<file path="config.mk">
export PLATFORM = sky130hd
export DESIGN_NAME = frtc_top
export DESIGN_NICKNAME = d
export VERILOG_FILES = /design/src/frtc_edge_sync.v /design/src/frtc_top.v
export VERILOG_INCLUDE_DIRS = /design/src /design/src/src
export SDC_FILE = /design/constraint.sdc
export NUM_CORES = 1
export LEC_CHECK = 0
export BUFFER_PORTS_ARGS = -buffer_cell sky130_fd_sc_hd__buf_2
export CAP_MARGIN = 25
export CORE_UTILIZATION = 45
export CTS_BUF_LIST = sky130_fd_sc_hd__clkbuf_4 sky130_fd_sc_hd__clkbuf_8 sky130_fd_sc_hd__clkbuf_16
export DETAILED_ROUTE_END_ITERATION = 10
export GPL_TIMING_DRIVEN = 1
export PLACE_DENSITY = 0.68
export SETUP_SLACK_MARGIN = 0.2
export SKIP_LAST_GASP = 1
export SLEW_MARGIN = 10
export SYNTH_ARGS = -nofsm -noshare
export SYNTH_HDL_FRONTEND = slang
export SYNTH_HIERARCHICAL = 1
export SYNTH_SLANG_ARGS = --single-unit
export TNS_END_PERCENT = 5
</file>
<file path="constraint.sdc">
create_clock -name clk_sys -period 3.25 [get_ports clk_sys]
set_clock_uncertainty 0.2 [all_clocks]
set_input_delay 0.1625 -clock clk_sys [delete_from_list [all_inputs] [get_ports clk_sys]]
set_output_delay 0.1625 -clock clk_sys [all_outputs]
set_load 0.005 [all_outputs]
</file>
<file path="src/frtc_map.vh">
// Purpose: Constants for the free-running timer with edge capture
// Assumes: 125 MHz system clock, 1 MHz timebase derived internally
// Notes: Register offsets are kept for reference; there is no bus here
`ifndef FRTC_MAP_VH
`define FRTC_MAP_VH

`define FRTC_CLK_MHZ        125
`define FRTC_TB_MHZ         1
`define FRTC_TB_DIV         (`FRTC_CLK_MHZ / `FRTC_TB_MHZ)
`define FRTC_TB_DIV_W       7
`define FRTC_TB_LAST        7'h7c
`define FRTC_CNT_W          12
`define FRTC_TICK128_BIT    4'h7
`define FRTC_TICK1024_BIT   4'ha
`define FRTC_PRESC_W        3
`define FRTC_PRESC_MAX      3'h4
`define FRTC_CNT_RST        12'h000
`define FRTC_CAP_RST        8'h00

`define FRTC_OFS_TMR_LO     8'h24
`define FRTC_OFS_TMR_HI     8'h25
`define FRTC_OFS_CAP_AR     8'h40
`define FRTC_OFS_CAP_AF     8'h41
`define FRTC_OFS_CAP_BR     8'h42
`define FRTC_OFS_CAP_BF     8'h43
`define FRTC_OFS_CAP_CFG    8'h44
`define FRTC_OFS_CAP_STAT   8'h45

`endif

</file>
<file path="src/frtc_edge_sync.v">
// Purpose: Two-flop synchroniser with edge detection for one capture input
// Assumes: Input may be asynchronous to clk_sys
// Notes: Edge pulses come one cycle after the second flop settles
`timescale 1ns/1ns
`default_nettype none
module frtc_edge_sync (
    input  wire clk_sys,
    input  wire rst,
    input  wire pin_in,
    output reg  rise_o,
    output reg  fall_o
);
    reg meta_r;
    reg sync_r;
    reg prev_r;

    // ==========================================
    // Synchroniser and edge detector
    always @(posedge clk_sys) begin
        if (rst) begin
            meta_r <= 1'b0;
            sync_r <= 1'b0;
            prev_r <= 1'b0;
            rise_o <= 1'b0;
            fall_o <= 1'b0;
        end else begin
            meta_r <= pin_in;
            sync_r <= meta_r;
            prev_r <= sync_r;
            rise_o <= sync_r & ~prev_r;
            fall_o <= ~sync_r & prev_r;
        end
    end
endmodule
`default_nettype wire

</file>
<file path="src/frtc_top.v">
// Purpose: 12-bit free-running timer with two edge-capture channels
// Assumes: Port 0 pins arrive as a bus; software access is outside this block
// Notes: Capture values and status are plain outputs, no register bus
`timescale 1ns/1ns
`default_nettype none
`include "frtc_map.vh"
module frtc_top (
    input  wire                      clk_sys,
    input  wire                      rst,
    input  wire [7:0]                port0_in,
    input  wire                      tick128_en,
    input  wire                      tick1024_en,
    input  wire                      cap_a_int_en,
    input  wire                      cap_b_int_en,
    input  wire [`FRTC_PRESC_W-1:0]  cap_presc,
    input  wire                      cap_first_only,
    input  wire [3:0]                cap_stat_clr,
    output reg  [7:0]                timer_lo,
    output reg  [3:0]                timer_hi,
    output reg  [7:0]                cap_a_rise,
    output reg  [7:0]                cap_a_fall,
    output reg  [7:0]                cap_b_rise,
    output reg  [7:0]                cap_b_fall,
    output reg  [3:0]                cap_stat,
    output reg                       irq_tick128,
    output reg                       irq_tick1024,
    output reg                       irq_cap_a,
    output reg                       irq_cap_b
);
    // ==========================================
    // Slice selection
    // Settings above the last legal one clamp to it rather than capture junk
    function [7:0] slice_sel;
        input [`FRTC_CNT_W-1:0]   cnt;
        input [`FRTC_PRESC_W-1:0] ps;
        begin
            case (ps)
                3'h0:    slice_sel = cnt[7:0];
                3'h1:    slice_sel = cnt[8:1];
                3'h2:    slice_sel = cnt[9:2];
                3'h3:    slice_sel = cnt[10:3];
                default: slice_sel = cnt[11:4];
            endcase
        end
    endfunction

    reg [`FRTC_TB_DIV_W-1:0] div_r;
    reg [`FRTC_CNT_W-1:0]    cnt_r;
    reg                      tb_r;
    wire                     capture_a_input;
    wire                     capture_b_input;
    wire                     a_rise;
    wire                     a_fall;
    wire                     b_rise;
    wire                     b_fall;
    wire [7:0]               slice;
    wire [3:0]               ev;
    wire [3:0]               load;
    wire [`FRTC_CNT_W-1:0]   cnt_nxt;

    assign capture_a_input = port0_in[0];
    assign capture_b_input = port0_in[1];
    assign slice           = slice_sel(cnt_r, cap_presc);
    assign ev              = {b_fall, b_rise, a_fall, a_rise};
    // First-only mode holds a value until its status bit is cleared
    assign load            = ev & ~(cap_first_only ? cap_stat : 4'h0);
    assign cnt_nxt         = cnt_r + 12'h001;

    frtc_edge_sync u_sync_a (
        .clk_sys (clk_sys),
        .rst     (rst),
        .pin_in  (capture_a_input),
        .rise_o  (a_rise),
        .fall_o  (a_fall)
    );

    frtc_edge_sync u_sync_b (
        .clk_sys (clk_sys),
        .rst     (rst),
        .pin_in  (capture_b_input),
        .rise_o  (b_rise),
        .fall_o  (b_fall)
    );

    // ==========================================
    // Timebase and free-running counter
    // Dividing the system clock keeps every counter step exactly 1 us long
    always @(posedge clk_sys) begin
        if (rst) begin
            div_r <= {`FRTC_TB_DIV_W{1'b0}};
        end else if (div_r == `FRTC_TB_LAST) begin
            div_r <= {`FRTC_TB_DIV_W{1'b0}};
        end else begin
            div_r <= div_r + 7'h01;
        end
    end

    always @(posedge clk_sys) begin
        if (rst) begin
            tb_r <= 1'b0;
        end else begin
            tb_r <= (div_r == `FRTC_TB_LAST);
        end
    end

    always @(posedge clk_sys) begin
        if (rst) begin
            cnt_r <= `FRTC_CNT_RST;
        end else if (tb_r) begin
            cnt_r <= cnt_nxt;
        end
    end

    // ==========================================
    // Periodic ticks
    // One helper decodes both tick periods from the low bits of the next count
    function low_zero;
        input [`FRTC_CNT_W-1:0] cnt;
        input [3:0]             nbits;
        integer                 i;
        begin
            low_zero = 1'b1;
            for (i = 0; i < `FRTC_CNT_W; i = i + 1) begin
                if ((i < nbits) && cnt[i]) begin
                    low_zero = 1'b0;
                end
            end
        end
    endfunction

    wire                     tick128_hit;
    wire                     tick1024_hit;

    assign tick128_hit  = tb_r & low_zero(cnt_nxt, `FRTC_TICK128_BIT);
    assign tick1024_hit = tb_r & low_zero(cnt_nxt, `FRTC_TICK1024_BIT);

    always @(posedge clk_sys) begin
        if (rst) begin
            irq_tick128  <= 1'b0;
            irq_tick1024 <= 1'b0;
        end else begin
            irq_tick128  <= tick128_en & tick128_hit;
            irq_tick1024 <= tick1024_en & tick1024_hit;
        end
    end

    // ==========================================
    // Counter view
    // Both halves come from one counter value, so a read pair is coherent
    always @(posedge clk_sys) begin
        if (rst) begin
            timer_lo <= 8'h00;
            timer_hi <= 4'h0;
        end else begin
            timer_lo <= cnt_r[7:0];
            timer_hi <= cnt_r[11:8];
        end
    end

    // ==========================================
    // Capture registers
    // Each edge has its own register so a rise never overwrites a fall
    always @(posedge clk_sys) begin
        if (rst) begin
            cap_a_rise <= `FRTC_CAP_RST;
            cap_a_fall <= `FRTC_CAP_RST;
        end else begin
            if (load[0]) begin
                cap_a_rise <= slice;
            end
            if (load[1]) begin
                cap_a_fall <= slice;
            end
        end
    end

    always @(posedge clk_sys) begin
        if (rst) begin
            cap_b_rise <= `FRTC_CAP_RST;
            cap_b_fall <= `FRTC_CAP_RST;
        end else begin
            if (load[2]) begin
                cap_b_rise <= slice;
            end
            if (load[3]) begin
                cap_b_fall <= slice;
            end
        end
    end

    // ==========================================
    // Capture status and interrupts
    // Set wins over clear so an edge in the clear cycle survives unless first-only mode masks it
    reg [3:0]                cap_stat_nxt;

    always @* begin
        cap_stat_nxt = (cap_stat & ~cap_stat_clr) | load;
    end

    always @(posedge clk_sys) begin
        if (rst) begin
            cap_stat <= 4'h0;
        end else begin
            cap_stat <= cap_stat_nxt;
        end
    end

    // A channel interrupt is one pulse per load, whichever edge caused it
    function chan_irq;
        input       en;
        input [1:0] ld;
        begin
            chan_irq = en & (ld[0] | ld[1]);
        end
    endfunction

    always @(posedge clk_sys) begin
        if (rst) begin
            irq_cap_a <= 1'b0;
            irq_cap_b <= 1'b0;
        end else begin
            irq_cap_a <= chan_irq(cap_a_int_en, load[1:0]);
            irq_cap_b <= chan_irq(cap_b_int_en, load[3:2]);
        end
    end
endmodule
`default_nettype wire

</file>
## Word-level counts from Yosys, hierarchy flattened

Cells that the tools add are included.

- Bits of input ports: 22
- Logic and storage cells: 65
- Bits in registers: 82

- Reductions and logical operators: 2
- Add/sub/neg operators: 2
- Bitwise logic cells: 21
- Eq/ne operators: 4
- Mux-type cells: 12

Operators with widths:

| kind | count |
|---|---|
| one-hot mux 8 bit (4 select lines) | 1 |
| adder 12 x 1 -> 12 bit (second input constant) | 1 |
| bitwise AND 1 bit | 10 |
| 2-to-1 mux 1 bit | 10 |
| bitwise AND 4 bit | 2 |
| inverter 4 bit | 2 |
| adder 7 x 1 -> 7 bit (second input constant) | 1 |
| equality test 7 bit (second input constant) | 1 |
| equality test 3 x 2 -> 1 bit (second input constant) | 2 |
| 2-to-1 mux 4 bit | 1 |
| inverter 1 bit | 4 |
| bitwise OR 4 bit | 1 |
| equality test 3 x 1 -> 1 bit (second input constant) | 1 |
| logical NOT 3 bit | 1 |
| bitwise OR 1 bit | 2 |
| OR reduction 2 bit | 1 |

## Longest topological paths before layout

- Word-level depth: 13
- Gate-level depth with buffers: 6

## By module

Netlist, hierarchy kept.

By module, submodules not included:

| module | cells an instance | area an instance (um2) | instances | sequential area each (um2) |
|---|---|---|---|---|
| frtc_top | 306 | 2,985.4 | 1 | 1,441.4 |
| frtc_edge_sync | 10 | 133.9 | 2 | 100.1 |

## Least setup slack after synthesis

OpenSTA, ideal clock, no wires.

- Path type: reg2reg
- Start: register cnt_r[0]
- End: register irq_tick1024
- Required time: 2.977 ns
- Path slack: 1.650 ns
- Library setup time: 0.073 ns
- Data arrival time: 1.327 ns
- Path buffers: 1
- Cell stages (with the launch flop): 7
- Cell sequence: dfxtp_1 -> ha_1 -> buf_2 -> xnor2_1 -> nand4_1 -> a211oi_2 -> nor3b_2

- Cells in the longest elaborated chain, start to end: 13

Ends and longest elaborated chain:

| what | line | text |
|---|---|---|
| from (decl) | frtc_top.v:48 | `` reg [`FRTC_CNT_W-1:0] cnt_r; `` |
| from (signal assigned) | frtc_top.v:108 | `` cnt_r <= `FRTC_CNT_RST; `` |
| from (signal assigned) | frtc_top.v:110 | `cnt_r <= cnt_nxt;` |
| adder 12 x 1 -> 12 bit * | frtc_top.v:67 | `assign cnt_nxt = cnt_r + 12'h001;` |
| 2-to-1 mux 1 bit (9 in a row) | frtc_top.v:124 | `if ((i < nbits) && cnt[i]) begin` |
| 2-to-1 mux 1 bit * | frtc_top.v:124 |  |
| bitwise AND 1 bit * | frtc_top.v:135 | `` assign tick1024_hit = tb_r & low_zero(cnt_nxt, `FRTC_TICK1024_BIT); `` |
| bitwise AND 1 bit * | frtc_top.v:143 | `irq_tick1024 <= tick1024_en & tick1024_hit;` |
| to (signal assigned) | frtc_top.v:143 |  |
| to (decl) | frtc_top.v:26 | `output reg irq_tick1024,` |

Mark *: on every way between the ends. The rest lies on a longest branch, timed or not.
A chain may end at the register's enable or synchronous reset.

## Worst setup path in the final report

Same ends and word-level chain as after synthesis.

==> impl_results.md <==
* Status: completed
* Yosys top cell area share at 0.505
* Worst-margin pin slew at 0.500 ns
* LEAKAGE at 1.71 nW
* Worst-path clk slew at 0.08 ns
* First-pass GRT wire length at 10.7 mm
* Post-synthesis register bit count at 82
* Worst rel slew slack at 0.666
* Async set-reset flop share out of synthesis at 0
* Max-cap violations at 0
* Root Driver: clkbuf_8
* Hold Slack at 0.0308 ns
* Hold/Removal Path Class: input pin to register
* Drt wl/cell at 13.2 µm
* Fin Setup TNS at 0 ns
* Synth unique cells at 42
* Die width at 87.0 µm
* CP Class: register to register
* Highest clock rate at 544 MHz
* Hold Path Stages at 4
* Placed Area at 3620 µm²
* H-tree levels at 3
* Core area at 6910 µm²
* CP Cell Sequence: ha_1 -> xnor2_1 -> a31oi_1 -> a211oi_2 -> nor3b_2
* Warnings, synthesis at 6
* Worst-Skew Late Latency at 0.35 ns
* Layout cells sized above 1 at 0.248
* Total area of sequential cells at 1640 µm²
* Finished Cell Area at 3940 µm²
* DIE AREA at 7570 µm²
* CP max stage delay at 0.46 ns
* RSZ-0062 raised after global routing: no
* Synth Flop Type: dfxtp_1
* Min-delay src: cap_first_only
* Crit path time final at 1.84 ns
* Syn_nets at 352
* CP Capture Type: register
* GRT overflow at 0
* Final Hold Viols at 0
* Tot GR Track Use at 0.183
* WL final at 6.55 mm
* Vias in the first global route at 2,212
* Port bufs at 67
* Syn Inst Count at 326
* Commonest non-fill, non-tap cell in the layout: dfxtp_1
* Synth top area cells: dfxtp_1, a31oi_1, o21ai_0, mux4_2, nor2b_1
* Commonest cells after routing, fill and taps aside: dfxtp_1, buf_2, a31oi_1, o21ai_0, nor2_1
* Power Dens Cells at 490 nW/µm²
* Largest net degree at the start of global routing at 41
* Synth Cell Area at 3250 µm²
* Largest delay share family, worst path: flip-flops
* Final period util at 0.565
* Critical path's slowest cell: dfxtp_1
* Initial core utilization at 0.471
* Pins over their slew limit at 0
* Clock Sinks at 82
* Area of the multi-input gates at 1450 µm²
* Cts bufs inserted at 9
* Final non-filler cell total at 495
* Via count of the routed design at 2,536
* Critical R2R Launch: cnt_r[0]$_SDFFE_PP0P_
* Final ANT Viol Nets at 0
* WP buf/inv at 0
* Dpl cells at 470
* CTS resizes at 0
* Critical R2R Capture: irq_tick1024$_SDFF_PP0_
* Area grow syn2layout at 21.2%
* Synth area leader: dfxtp_1
* CTS tree: built
* Finish-stage setup viols at 0
* Number of I/O pins at 74
* CP Max Fanout at 8
* Drt initial violations at 76
* Number of detailed-route iterations in the first pass at 4
* GPL Wtd Cong at 0.779
* Row count at 30
* DP Wirelength at 4.29 mm
* Register area share after synthesis at 0.505
* Fillers at 645
* Die Height at 87.0 µm
* Post-synth EDFFs at 0
* Worst EP required at 3.33 ns
* Diode count at 0
* Antenna violations before repair at 0
* Critical Path Source Type: register
* Fin nets at 421
* Drc violations at 0
* R2R cell count at 5
* Syn Area/Cell at 9.98 µm²
* Arrival @ worst endpoint at 1.91 ns
* Hold EP: cap_stat[3]$_SDFF_PP0_
* Routed vias/inst at 5.12
* Clk buf depth at 2
* VDD IR max at 0.226 mV
* R2r setup slk at 1.41 ns
==> synthesized netlist by cell type (all sizes together), types with 5 or more instances <==
master,instances
o21ai,32
nor2,25
nand4,7
xor2,10
inv,10
clkbuf,9
nand2,13
buf,15
mux4,8
a31oi,33
nor2b,17
a21oi,5
nor3b,5
dfxtp,82
xnor2,9
nand3,6
nand2b,8
nor3,6
==> registers in the layout, indices dropped and copies added, names as in the netlist, 4 cells and up <==
name	flops
cap_a_fall	8
cap_a_rise	8
cap_b_fall	8
cap_b_rise	8
cap_stat	4
cnt_r	12
div_r	7
timer_hi	4
timer_lo	8
==> worst max-delay path by stage <==
stage | from | endpoint | slack [ns] | depth (start not counted)
2_1_floorplan | cnt_r[0]$_SDFFE_PP0P_ | irq_tick1024$_SDFF_PP0_ | 1.65 | 6
4_1_cts | cnt_r[1]$_SDFFE_PP0P_ | irq_tick1024$_SDFF_PP0_ | 1.41 | 5
5_1_grt | cnt_r[1]$_SDFFE_PP0P_ | irq_tick1024$_SDFF_PP0_ | 1.28 | 5
3_3_place_gp | cnt_r[0]$_SDFFE_PP0P_ | irq_tick1024$_SDFF_PP0_ | 1.46 | 5
6_report | cnt_r[0]$_SDFFE_PP0P_ | irq_tick1024$_SDFF_PP0_ | 1.41 | 5
3_5_place_dp | cnt_r[1]$_SDFFE_PP0P_ | irq_tick1024$_SDFF_PP0_ | 1.44 | 5
==> per-stage QoR <==
stage / util / setup slack, ns / total power (W)
after floorplan: - / 1.65 / 0.00110
after global placement: 0.524 / 1.46 / 0.00113
after detailed placement: 0.524 / 1.44 / 0.00114
after CTS: 0.571 / 1.41 / 0.00195
after global routing: 0.571 / 1.28 / 0.00201
final: 0.571 / 1.41 / 0.00193
==> cell families (layout without fill, tap and decap cells) <==
family / Yosys count / count (layout) / share of synthesized area
AND/OR/NAND/NOR: 96 / 96 / 0.164
multiplexers: 10 / 10 / 0.0650
XOR/XNOR: 19 / 19 / 0.0512
adder cells (fa/ha/maj): 4 / 4 / 0.0154
buffers and inverters: 34 / 107 / 0.0504
AO/OA/AOI/OAI: 81 / 81 / 0.150
flip-flops: 82 / 82 / 0.505
==> tightest hold or removal path: stages <==
cell and delay (ns):
buf_2 0.12, a21boi_1 0.09, a21oi_1 0.12, nor2_1 0.04
==> where the power goes <==
part	leakage, nW	switching, W	total (W)	internal [W]
Combinational	0.934	0.0000454	0.0000874	0.0000420
Clock	0.109	0.000352	0.000811	0.000459
Sequential	0.664	0.0000109	0.00103	0.00102
Total	1.71	0.000408	0.00193	0.00152
==> what timing repair did <==
item | 4_1_cts | 5_1_grt
hold endpoints to repair | 9 | 0
hold buffers | 10 | 0
buffers inserted | 0 | 0
==> cell type report <==
class                      instances  area share
sequential                        82       0.417
multi-input combinational        210       0.367
timing repair buffer              82       0.120
clock buffer                      11      0.0368
tap                               96      0.0305
clock inverter                     4      0.0194
inverter                          10     0.00952
==> layer usage <==
metal	track usage	wire length, µm	vias up
li1	-	-	1291
met1	0.259	3220	1171
met2	0.269	2910	61
met3	0.0370	295	13
met4	0.0818	129	0
met5	0	0	-
No activity file was read; power rests on OpenSTA's default activity.
